$ cat src/pkg/hmc_pkg.sv
// constants, field layout and state codes of the host mode control block
// Summary of operation
// RL1: wake-up enable plus resume flag signals wake-up
// RL2: wake-up enable never gates the interrupt
// RL3: connected flag cleared by hardware reset only
// RL4: firmware sets connected flag when wake-up used
// RL5: routing bit picks normal or management interrupt
// RL6: routing bit cleared by hardware reset only
// RL7: state codes reset, resume, operational, suspend
// RL8: frames start one millisecond after entering operational
// RL9: device changes state only from suspend
// RL10: suspend moves to resume on downstream resume
// RL11: software reset enters suspend
// RL12: hardware reset enters reset, resets hub, ports
// RL13: bulk enable acts from the next frame
// RL14: bulk enable sampled before each bulk pass
// RL15: software edits bulk list only while disabled
// RL16: device alters only state and connected fields
// RL17: software writes reserved bits as zero
// RL18: upper reserved bits read zero, writes ignored
package hmc_pkg;

   typedef logic [7:0] addr_t;
   typedef logic [31:0] word_t;
   typedef logic [1:0] fstate_t;

   // register offsets
   localparam addr_t OFS_CONTROL = 8'h04;
   localparam addr_t OFS_INT_STATUS = 8'h0c;
   localparam addr_t OFS_INT_MASK = 8'h10;

   // control register field positions
   localparam int BIT_WAKE_EN = 10;
   localparam int BIT_WAKE_CONN = 9;
   localparam int BIT_SMI_ROUTE = 8;
   localparam int BIT_FSTATE_HI = 7;
   localparam int BIT_FSTATE_LO = 6;
   localparam int BIT_BULK_ON = 5;

   // interrupt status field positions
   localparam int BIT_RESUME_DET = 3;
   localparam int BIT_FRAME_START = 2;
   localparam int INT_BITS = 4;
   localparam logic [INT_BITS-1:0] INT_RESET = 4'h0;

   // functional state codes
   localparam fstate_t FS_RESET = 2'h0;
   localparam fstate_t FS_RESUME = 2'h1;
   localparam fstate_t FS_OPER = 2'h2;
   localparam fstate_t FS_SUSPEND = 2'h3;

   // timing: clock rate and start-of-frame delay
   localparam int CLK_MHZ = 125;
   localparam int SOF_DELAY_US = 1000;
   localparam int SOF_DELAY_CYC = SOF_DELAY_US * CLK_MHZ;
   localparam int FRAME_US = 1000;
   localparam int FRAME_CYC = FRAME_US * CLK_MHZ;
   localparam int CNT_W = 17;

   // frame generator states
   typedef enum logic [2:0] {
      FG_IDLE = 3'b001,
      FG_DELAY = 3'b010,
      FG_RUN = 3'b100
   } fgen_e;

endpackage : hmc_pkg

$ cat src/logic/hmc_control.sv
// host mode control register, functional state, interrupt routing and bulk gate
//
// Added by the designer: the register offsets and the plain strobed port.
`timescale 1ns/1ps
module hmc_control #(
   parameter int DELAY_CYC = hmc_pkg::SOF_DELAY_CYC,
   parameter int FRAME_CYC = hmc_pkg::FRAME_CYC
) (
   // clock and hardware reset
   input wire logic i_mclk,
   input wire logic i_rst,
   // software reset pulse from the command logic
   input wire logic i_soft_reset,
   // register port
   input wire hmc_pkg::addr_t i_addr,
   input wire hmc_pkg::word_t i_wdata,
   input wire logic i_wr,
   input wire logic i_rd,
   output hmc_pkg::word_t o_rdata,
   // downstream resume signaling pin
   input wire logic i_resume_pin,
   // list engine request to process the bulk list
   input wire logic i_bulk_want,
   output logic o_bulk_go,
   // frame timing
   output logic o_sof,
   // root hub and port reset
   output logic o_hub_reset,
   output logic o_port_reset,
   // interrupts and wake-up
   output logic o_irq,
   output logic o_smi,
   output logic o_remote_wakeup
);
   import hmc_pkg::*;

   // control fields
   logic remote_wakeup_enable;
   logic wakeup_connected_flag;
   logic smi_routing_select;
   fstate_t functional_state;
   logic bulk_queue_on;

   // status and mask
   logic [INT_BITS-1:0] interrupt_status_reg;
   logic [INT_BITS-1:0] int_mask;

   // resume pin synchroniser
   logic resume_meta;
   logic resume_sync;
   logic resume_prev;

   // frame related state
   fstate_t prev_state;
   logic bulk_frame_en;
   logic hub_reset_done;
   logic sof_pulse;
   logic frame_running;

   // next values
   fstate_t next_functional_state;
   logic [INT_BITS-1:0] next_status;
   word_t next_rdata;

   // address decode
   wire wr_ctrl = i_wr && (i_addr == OFS_CONTROL);
   wire wr_stat = i_wr && (i_addr == OFS_INT_STATUS);
   wire wr_mask = i_wr && (i_addr == OFS_INT_MASK);

   // resume edge seen only on the second synchroniser stage
   wire resume_rise = resume_sync && !resume_prev;

   // entry into and exit from operational
   wire enter_oper = (functional_state == FS_OPER) && (prev_state != FS_OPER);
   wire leave_oper = (functional_state != FS_OPER);

   // control register image, upper bits always zero
   wire word_t ctrl_image = {21'h000000, remote_wakeup_enable, wakeup_connected_flag,
                             smi_routing_select, functional_state, bulk_queue_on,
                             5'h00}; // see RL18

   wire int_pending = |(interrupt_status_reg & int_mask);

   // two flops before the pin is used
   always_ff @(posedge i_mclk) begin
      if (i_rst) begin
         resume_meta <= 1'b0;
         resume_sync <= 1'b0;
         resume_prev <= 1'b0;
      end else begin
         resume_meta <= i_resume_pin;
         resume_sync <= resume_meta;
         resume_prev <= resume_sync;
      end
   end

   // state field: software writes it any time, the device only from suspend
   always_comb begin
      next_functional_state = functional_state;
      if (wr_ctrl) begin
         next_functional_state = fstate_t'(i_wdata[BIT_FSTATE_HI:BIT_FSTATE_LO]); // see RL7
      end else if (functional_state == FS_SUSPEND && resume_rise) begin
         next_functional_state = FS_RESUME; // see RL9 see RL10
      end
      if (i_soft_reset) begin
         next_functional_state = FS_SUSPEND; // see RL11
      end
   end

   // control register fields
   always_ff @(posedge i_mclk) begin
      if (i_rst) begin
         remote_wakeup_enable <= 1'b0;
         wakeup_connected_flag <= 1'b0; // see RL3
         smi_routing_select <= 1'b0; // see RL6
         functional_state <= FS_RESET; // see RL12
         bulk_queue_on <= 1'b0;
      end else begin
         functional_state <= next_functional_state;
         if (i_soft_reset) begin
            // routing and connected survive a software reset
            remote_wakeup_enable <= 1'b0; // see RL3 see RL6
            bulk_queue_on <= 1'b0;
         end else if (wr_ctrl) begin
            // only software touches these fields
            remote_wakeup_enable <= i_wdata[BIT_WAKE_EN]; // see RL16
            wakeup_connected_flag <= i_wdata[BIT_WAKE_CONN]; // see RL16
            smi_routing_select <= i_wdata[BIT_SMI_ROUTE];
            bulk_queue_on <= i_wdata[BIT_BULK_ON];
         end
      end
   end

   // status flags: a hardware event wins over a write-one clear in the same cycle
   always_comb begin
      next_status = interrupt_status_reg;
      if (wr_stat) begin
         next_status = next_status & ~i_wdata[INT_BITS-1:0];
      end
      if (functional_state == FS_SUSPEND && resume_rise) begin
         next_status[BIT_RESUME_DET] = 1'b1;
      end
      if (sof_pulse) begin
         next_status[BIT_FRAME_START] = 1'b1; // see RL8
      end
   end

   always_ff @(posedge i_mclk) begin
      if (i_rst) begin
         interrupt_status_reg <= INT_RESET;
         int_mask <= INT_RESET;
      end else begin
         interrupt_status_reg <= next_status;
         if (wr_mask) begin
            int_mask <= i_wdata[INT_BITS-1:0];
         end
      end
   end

   // frame generator, restarted on every entry into operational
   hmc_frame_gen #(
      .DELAY_CYC(DELAY_CYC),
      .FRAME_CYC(FRAME_CYC)
   ) u_frame_gen (
      .i_mclk(i_mclk),
      .i_rst(i_rst),
      .i_start(enter_oper), // see RL8
      .i_stop(leave_oper),
      .o_sof(sof_pulse),
      .o_running(frame_running)
   );

   // bulk enable takes hold at a frame boundary; a clear acts at once,
   // which is no later than the next frame as required
   always_ff @(posedge i_mclk) begin
      if (i_rst) begin
         prev_state <= FS_RESET;
         bulk_frame_en <= 1'b0;
         o_bulk_go <= 1'b0;
         o_sof <= 1'b0;
      end else begin
         prev_state <= functional_state;
         if (sof_pulse) begin
            bulk_frame_en <= bulk_queue_on; // see RL13
         end else if (!bulk_queue_on) begin
            bulk_frame_en <= 1'b0; // see RL13
         end
         // the enable is looked at on every request, not cached by the engine
         o_bulk_go <= i_bulk_want && bulk_queue_on && bulk_frame_en && frame_running; // see RL14
         o_sof <= sof_pulse;
      end
   end

   // hub reset for one cycle after hardware reset, then port reset while in reset state
   always_ff @(posedge i_mclk) begin
      if (i_rst) begin
         o_hub_reset <= 1'b1;
         hub_reset_done <= 1'b0;
         o_port_reset <= 1'b0;
      end else begin
         o_hub_reset <= 1'b0;
         hub_reset_done <= 1'b1;
         o_port_reset <= hub_reset_done && (functional_state == FS_RESET); // see RL12
      end
   end

   // interrupt routing; the wake-up enable gates only the wake-up output, not irq or smi
   always_ff @(posedge i_mclk) begin
      if (i_rst) begin
         o_irq <= 1'b0;
         o_smi <= 1'b0;
         o_remote_wakeup <= 1'b0;
      end else begin
         o_irq <= int_pending && !smi_routing_select; // see RL2 see RL5
         o_smi <= int_pending && smi_routing_select; // see RL5
         o_remote_wakeup <= remote_wakeup_enable && interrupt_status_reg[BIT_RESUME_DET]; // see RL1
      end
   end

   // read mux, unmapped addresses read zero
   always_comb begin
      next_rdata = '0;
      if (i_rd) begin
         case (i_addr)
            OFS_CONTROL: next_rdata = ctrl_image;
            OFS_INT_STATUS: next_rdata = {28'h0000000, interrupt_status_reg};
            OFS_INT_MASK: next_rdata = {28'h0000000, int_mask};
            default: next_rdata = '0;
         endcase
      end
   end

   // read data stands only in the cycle after the strobe
   always_ff @(posedge i_mclk) begin
      if (i_rst) begin
         o_rdata <= '0;
      end else begin
         o_rdata <= next_rdata;
      end
   end

endmodule : hmc_control

$ cat src/logic/hmc_frame_gen.sv
// frame generator: first start-of-frame after the delay, then one per frame
`timescale 1ns/1ps
module hmc_frame_gen #(
   parameter int DELAY_CYC = hmc_pkg::SOF_DELAY_CYC,
   parameter int FRAME_CYC = hmc_pkg::FRAME_CYC
) (
   // clock and reset
   input wire logic i_mclk,
   input wire logic i_rst,
   // control
   input wire logic i_start,
   input wire logic i_stop,
   // frame output
   output logic o_sof,
   output logic o_running
);
   import hmc_pkg::*;

   fgen_e state;
   fgen_e next_state;
   logic [CNT_W-1:0] cnt;
   logic [CNT_W-1:0] next_cnt;
   logic next_sof;
   wire cnt_done = (cnt == CNT_W'(1));

   // the delay and frame period share one down counter
   always_comb begin
      next_state = state;
      next_cnt = cnt;
      next_sof = 1'b0;
      case (state)
         FG_IDLE: begin
            if (i_start) begin
               next_state = FG_DELAY;
               next_cnt = CNT_W'(DELAY_CYC);
            end
         end
         FG_DELAY, FG_RUN: begin
            next_cnt = cnt - CNT_W'(1);
            if (cnt_done) begin
               next_state = FG_RUN; // see RL8
               next_sof = 1'b1;
               next_cnt = CNT_W'(FRAME_CYC);
            end
         end
         default: next_state = FG_IDLE;
      endcase
      // leaving operational wins over any pending frame
      if (i_stop) begin
         next_state = FG_IDLE;
         next_sof = 1'b0;
      end
   end

   always_ff @(posedge i_mclk) begin
      if (i_rst) begin
         state <= FG_IDLE;
         cnt <= '0;
         o_sof <= 1'b0;
         o_running <= 1'b0;
      end else begin
         state <= next_state;
         cnt <= next_cnt;
         o_sof <= next_sof;
         o_running <= (next_state == FG_RUN);
      end
   end

endmodule : hmc_frame_gen

$ cat config.mk
export PLATFORM = sky130hd
export DESIGN_NAME = hmc_control
export DESIGN_NICKNAME = d
export VERILOG_FILES = /design/src/pkg/hmc_pkg.sv /design/src/logic/hmc_control.sv /design/src/logic/hmc_frame_gen.sv
export SDC_FILE = /design/constraint.sdc
export NUM_CORES = 1
export LEC_CHECK = 0
export BUFFER_PORTS_ARGS = -buffer_cell sky130_fd_sc_hd__buf_2
export CAP_MARGIN = 20
export CORE_ASPECT_RATIO = 1.5
export CORE_UTILIZATION = 54
export DETAILED_ROUTE_END_ITERATION = 10
export PLACE_DENSITY = 0.82
export SKIP_CTS_REPAIR_TIMING = 1
export SLEW_MARGIN = 30
export SYNTH_ARGS = -nofsm -noshare
export SYNTH_HDL_FRONTEND = slang
export SYNTH_SLANG_ARGS = --single-unit
$ cat constraint.sdc
create_clock -name i_mclk -period 4.45 [get_ports i_mclk]
set_input_delay 0.6675 -clock i_mclk [delete_from_list [all_inputs] [get_ports i_mclk]]
set_output_delay 0.6675 -clock i_mclk [all_outputs]
set_load 0.03 [all_outputs]
==> results of run 1 <==
-- area by class of cell --
class,instances,area (µm²),share of cell area
clock buffer,10,138,0.0468
multi-input combinational,203,1230,0.418
timing repair buffer,41,205,0.0698
sequential,60,1200,0.409
inverter,9,33.8,0.0115
tap,64,80.1,0.0273
clock inverter,5,52.6,0.0179
-- critical path, cell delays in order (launching register included) --
cell and delay, ns:
dfxtp_1 0.33, inv_1 0.10, ha_1 0.17, nor2b_1 0.44, and3_1 0.37, nand2_1 0.11
or3_1 0.32, a31oi_1 0.17
-- layout by cell type, fill, tap and decap left out, drive strengths merged, types with 2 or more instances in the layout --
cell,n
dfxtp,60
o21ai,10
o21a,2
nand3b,2
a22o,4
mux2i,9
ha,2
and3,4
clkbuf,10
clkinv,4
xnor2,2
nor4,4
nand2,23
nor3b,2
nand3,8
a22oi,3
and2,6
nor2b,10
or4,2
inv,8
nor3,14
a31oi,5
and4b,2
o32ai,2
buf,41
conb,22
o211a,2
nor2,25
a21oi,18
or3,4
and2b,2
nand4,3
-- metrics by stage --
| stage | total power [mW] | setup slack [ns] | cell area (µm²) | utilization |
|---|---|---|---|---|
| final | 1.14 | 2.36 | 2940 | 0.642 |
| after global routing | 1.18 | 2.22 | 2940 | 0.642 |
| after CTS | 1.15 | 2.39 | 2940 | 0.642 |
| after detailed placement | 0.674 | 2.03 | 2750 | 0.600 |
| after global placement | 0.672 | 2.07 | 2750 | 0.600 |
| after floorplan | 0.664 | 2.41 | 2680 | - |
-- synth_stat cells (2+ instances only) --
cell	number
nor2_1	24
and3_1	4
a31oi_1	5
nor2b_1	10
nor3b_1	2
ha_1	2
xnor2_1	2
inv_1	8
o21a_1	2
nand3b_1	2
a21oi_1	18
nor4_1	2
dfxtp_1	60
buf_2	3
and4b_1	2
buf_4	23
and2_1	6
or4_1	2
a22o_1	4
mux2i_1	9
o211a_1	2
clkbuf_1	3
nand2_1	23
and2b_1	2
o21ai_0	8
nor3_1	11
a22oi_1	3
nand4_1	2
nor3_2	2
or3_1	4
nand3_1	8
-- kinds of logic after synthesis --
kind of cell             Yosys count  synth area share
AO/OA/AOI/OAI                     53             0.135
XOR/XNOR                           2           0.00674
adder cells (fa/ha/maj)            2           0.00963
buffers and inverters             40            0.0954
flip-flops                        60             0.462
multiplexers                       9            0.0347
other                              1           0.00144
AND/OR/NAND/NOR                  115             0.254
-- power breakdown --
group | switching, mW | leakage (nW) | internal (mW)
Sequential | 0.00893 | 0.487 | 0.549
Clock | 0.208 | 0.0979 | 0.267
Combinational | 0.0738 | 0.690 | 0.0321
Total | 0.291 | 1.28 | 0.848
-- final timing paths --
| path | slack (ns) | cells past startpoint | start | endpoint |
|---|---|---|---|---|
| worst max register to register | 2.36 | 7 | u_frame_gen.cnt[0] | u_frame_gen.cnt[12] |
| worst min-delay path | 0.43 | 1 | resume_meta | resume_sync |
| worst max-delay path | 2.36 | 7 | u_frame_gen.cnt[0] | u_frame_gen.cnt[12] |
| worst min register to register | 0.43 | 1 | resume_meta | resume_sync |
-- metal layers --
layer | GRT usage | wire length (µm)
met1 | 0.215 | 2020
met2 | 0.371 | 2590
met3 | 0.0446 | 219
met4 | 0.126 | 129
met5 | 0 | 0
==> metrics.cfg, run 1 <==
[clock_network]
cts_tree = yes
cts-buffers-inserted = 9
cts.sinks = 60
cts.path.max_buffers = 2
root_buffer = clkbuf_8
clock_latency_ns = 0.34
htree_levels = 3
clk_pin_slew_ns = 0.07

[timing]
setup_violations = 0
finalCritPeriodShare = 0.469
rsz0062_at_grt = false
hold_violations = 0
fmax_mhz = 479
finalSetupTns_ns = 0
skew_ns = 0.00781
max-slew-margin-rel = 0.526
slew_violations = 0
hold_slack_ns = 0.435
period_needed_ns = 2.09
tightest_slew_ns = 0.712

[synthesis]
synthDistinctLibCells = 55
avgSynthCellArea_um2 = 9.21
synth_flop_cell = dfxtp_1
synth-async-reset-ratio = 0
ys_seq_area_frac = 0.462
ys_warn_count = 0
synth_edf_count = 0
netlist.area_leader.share = 0.462
ys_seq_elements = 60
synth_top_cell_by_area = dfxtp_1
synth_cells = 282
syn_area_um2 = 2600
synth_area_leaders = dfxtp_1 46%, buf_4 6.6%, a21oi_1 3.5%

[cells_and_area]
fin_cells = 392
n_fill_cell = 409
diodes = 0
largest_reg_flops = 17
layout-drive-gt1-share = 0.201
reg_top3 = u_frame_gen.cnt: 17 flops, o_rdata: 10 flops
top_register = u_frame_gen.cnt
area_growth_pct = 13.1
nNetsFinal = 373

[power]
power_density_nw_per_um2 = 388
ir_drop_mv = 0.224
leakage_nw = 1.28

[drt]
vias = 2067
wl_mm = 4.96
drtPass1Iterations = 4
postRouteAntennaNets = 0
drc = 0
drtIter0Drc = 139
via_per_inst = 5.27
wire_per_inst_um = 12.6

[global_routing]
antenna_found_initial = 0
grt_util_all_layers = 0.207
grt_pass1_wl_mm = 7.90
grt_max_degree = 40
grt_pass1_vias = 1897
grt-ovfl-total = 0

[die]
io_pins = 86
fp-row-count = 30
die_w_um = 58.6
initial_core_util = 0.567
core_um2 = 4580
dieHeight_um = 86.9
dieArea_um2 = 5100

[worst_setup_path]
critical_path.max_fanout = 7
end_kind = register
crit_required_ns = 4.71
path_class = register to register
start_kind = register
critPathArrivalTime_ns = 2.35

[outcome]
status = finished, final reports clean

[place]
globalplace.congestion = 0.821
placed_cells = 377
place.detailed.hpwl_mm = 3.50
port_buffers = 41

[job]
cap_violations = 0

[hold_path]
min_path_type = register to register

Note: power is estimated with default switching activity, not from simulation.
==> run 2, diff against run 1 <==
- CORE_UTILIZATION: 54 -> 45
- PLACE_DENSITY: 0.82 -> 0.72
- clock period: 4.45 -> 1.9 ns (I/O delays scaled with it)
==> metrics.cfg, run 2 (synthesis gave the netlist of run 1 again) <==
[outcome]
status = finished, final reports clean

[drt]
drc = 0  ; unchanged
vias = 2106  ; +1.9%
wire_per_inst_um = 12.8  ; +1.1%
postRouteAntennaNets = 0  ; unchanged
drtIter0Drc = 142  ; +2.2%
via_per_inst = 5.07  ; -3.8%
drtPass1Iterations = 4  ; unchanged
wl_mm = 5.31  ; +7.1%

[cells_and_area]
reg_top3 = u_frame_gen.cnt: 17 flops, o_rdata: 10 flops
area_growth_pct = 20.1
stdcell_area_um2 = 3120  ; +6.2%
final_common_cell = dfxtp_1
nNetsFinal = 389  ; +4.3%
n_fill_cell = 523  ; +28%
largest_reg_flops = 17  ; unchanged
layout_common_cells = 59 x dfxtp_1, 41 x buf_2, 24 x nor2_1
layout-drive-gt1-share = 0.246  ; +0.0452
diodes = 0  ; unchanged
top_register = u_frame_gen.cnt
fin_util = 0.564  ; -0.0778
fin_cells = 415  ; +5.9%

[global_routing]
grt-ovfl-total = 0  ; unchanged
grt_util_all_layers = 0.190  ; -0.0168
antenna_found_initial = 0  ; unchanged
grt_pass1_wl_mm = 8.64  ; +9.3%
grt_pass1_vias = 2027  ; +6.9%
grt_max_degree = 24  ; -40%

[worst_setup_path]
crit_cells = 8  ; +1
cp-endpoint = u_frame_gen.cnt[9]
regToRegEndpoint = u_frame_gen.cnt[9]
critical_path.top_delay_family = simple AND/OR/NAND/NOR gates
reg2reg_depth = 8  ; +1
critPathLaunch = u_frame_gen.cnt[1]
end_kind = register
path_buf_inv = 2  ; +1
crit_required_ns = 2.17  ; -2.54 ns
critPathArrivalTime_ns = 2.07  ; -0.28 ns
cp_slowest_cell = or4_1
start_kind = register
ff2ff_setup_slack_ns = 0.10  ; -2.26 ns
path_cells = inv_1, ha_1, nor3b_2, nand2_1, o21ai_2, buf_4, or4_1, a31oi_1
critical_path.max_fanout = 12  ; +5
path_class = register to register
slowest_delay_ns = 0.47  ; +0.03 ns
r2r-start = u_frame_gen.cnt[1]

[place]
globalplace.congestion = 0.763  ; -7.0%
dpl_cell_area_um2 = 2880  ; +4.6%
place.detailed.hpwl_mm = 3.82  ; +9.1%
placed_cells = 399  ; +5.8%
port_buffers = 41  ; unchanged

[power]
ir_drop_mv = 0.656  ; +190%
p_total_mw = 2.93  ; +160%
leakage_nw = 1.38  ; +8.1%
power_density_nw_per_um2 = 940  ; +140%

[timing]
skew_ns = 0.00782  ; +0.00000941 ns
slew_violations = 0  ; unchanged
period_needed_ns = 1.80  ; -0.291 ns
setup_violations = 0  ; unchanged
fmax_mhz = 557  ; +16%
finalCritPeriodShare = 0.945  ; +0.476
rsz0062_at_grt = false
hold_violations = 0  ; unchanged
hold_slack_ns = 0.129  ; -0.306 ns

[clock_network]
cts.path.max_buffers = 2  ; unchanged
clk_pin_slew_ns = 0.07  ; about the same
cts_tree = yes
clock_latency_ns = 0.34  ; about the same
root_buffer = clkbuf_8
cts-buffers-inserted = 9  ; unchanged
cts.sinks = 60  ; unchanged
htree_levels = 3  ; unchanged

[die]
io_pins = 86  ; unchanged
initial_core_util = 0.469  ; -0.0977
fp-row-count = 33  ; +10%
dieArea_um2 = 6090  ; +19%
dieHeight_um = 95.1  ; +9.3%
core_um2 = 5530  ; +21%
die_w_um = 64.0  ; +9.2%

[job]
cap_violations = 0  ; unchanged

[hold_path]
min_path_type = input pin to register

==> run 2: report_power, final <==
group,leakage [nW],internal [mW],switching [mW]
logic,0.773,0.0966,0.183
registers,0.488,1.29,0.0203
clock network,0.117,0.867,0.480
==> run 2: metal layers <==
layer | GRT usage | vias to the layer above | part of all wire
met3 | 0.0395 | 9 | 0.043
met4 | 0.119 | 0 | 0.021
met5 | 0 | - | 0
li1 | - | 1063 | -
met1 | 0.185 | 985 | 0.40
met2 | 0.360 | 49 | 0.53
==> run 2: layout make-up <==
cell class	count	area, µm²	area share
clock buffers	11	131	0.0421
inverters	9	33.8	0.0108
repair buffers	57	325	0.104
multi-input cells	203	1240	0.397
clock inverters	5	100	0.0321
well taps	70	87.6	0.0281
flip-flops and latches	60	1200	0.385
==> run 2: worst min path at each step <==
stage / startpoint / end / slack (ns) / depth (start not counted)
floorplan: i_rst / o_hub_reset / 0.31 / 0
finish: i_wdata[1] / interrupt_status_reg[1] / 0.13 / 2
CTS: i_wdata[0] / interrupt_status_reg[0] / 0.12 / 2
global placement: resume_meta / resume_sync / 0.42 / 1
detailed placement: resume_meta / resume_sync / 0.43 / 1
global route: i_wdata[0] / interrupt_status_reg[0] / 0.13 / 2
==> run 2: through the flow <==
step / worst slack [ns] / setup TNS, ns
2_1_floorplan: 0.147 / 0
3_3_place_gp: -0.00428 / -0.00428
3_5_place_dp: -0.0596 / -0.291
4_1_cts: -0.0168 / -0.0168
5_1_grt: 0.00673 / 0
6_report: 0.105 / 0
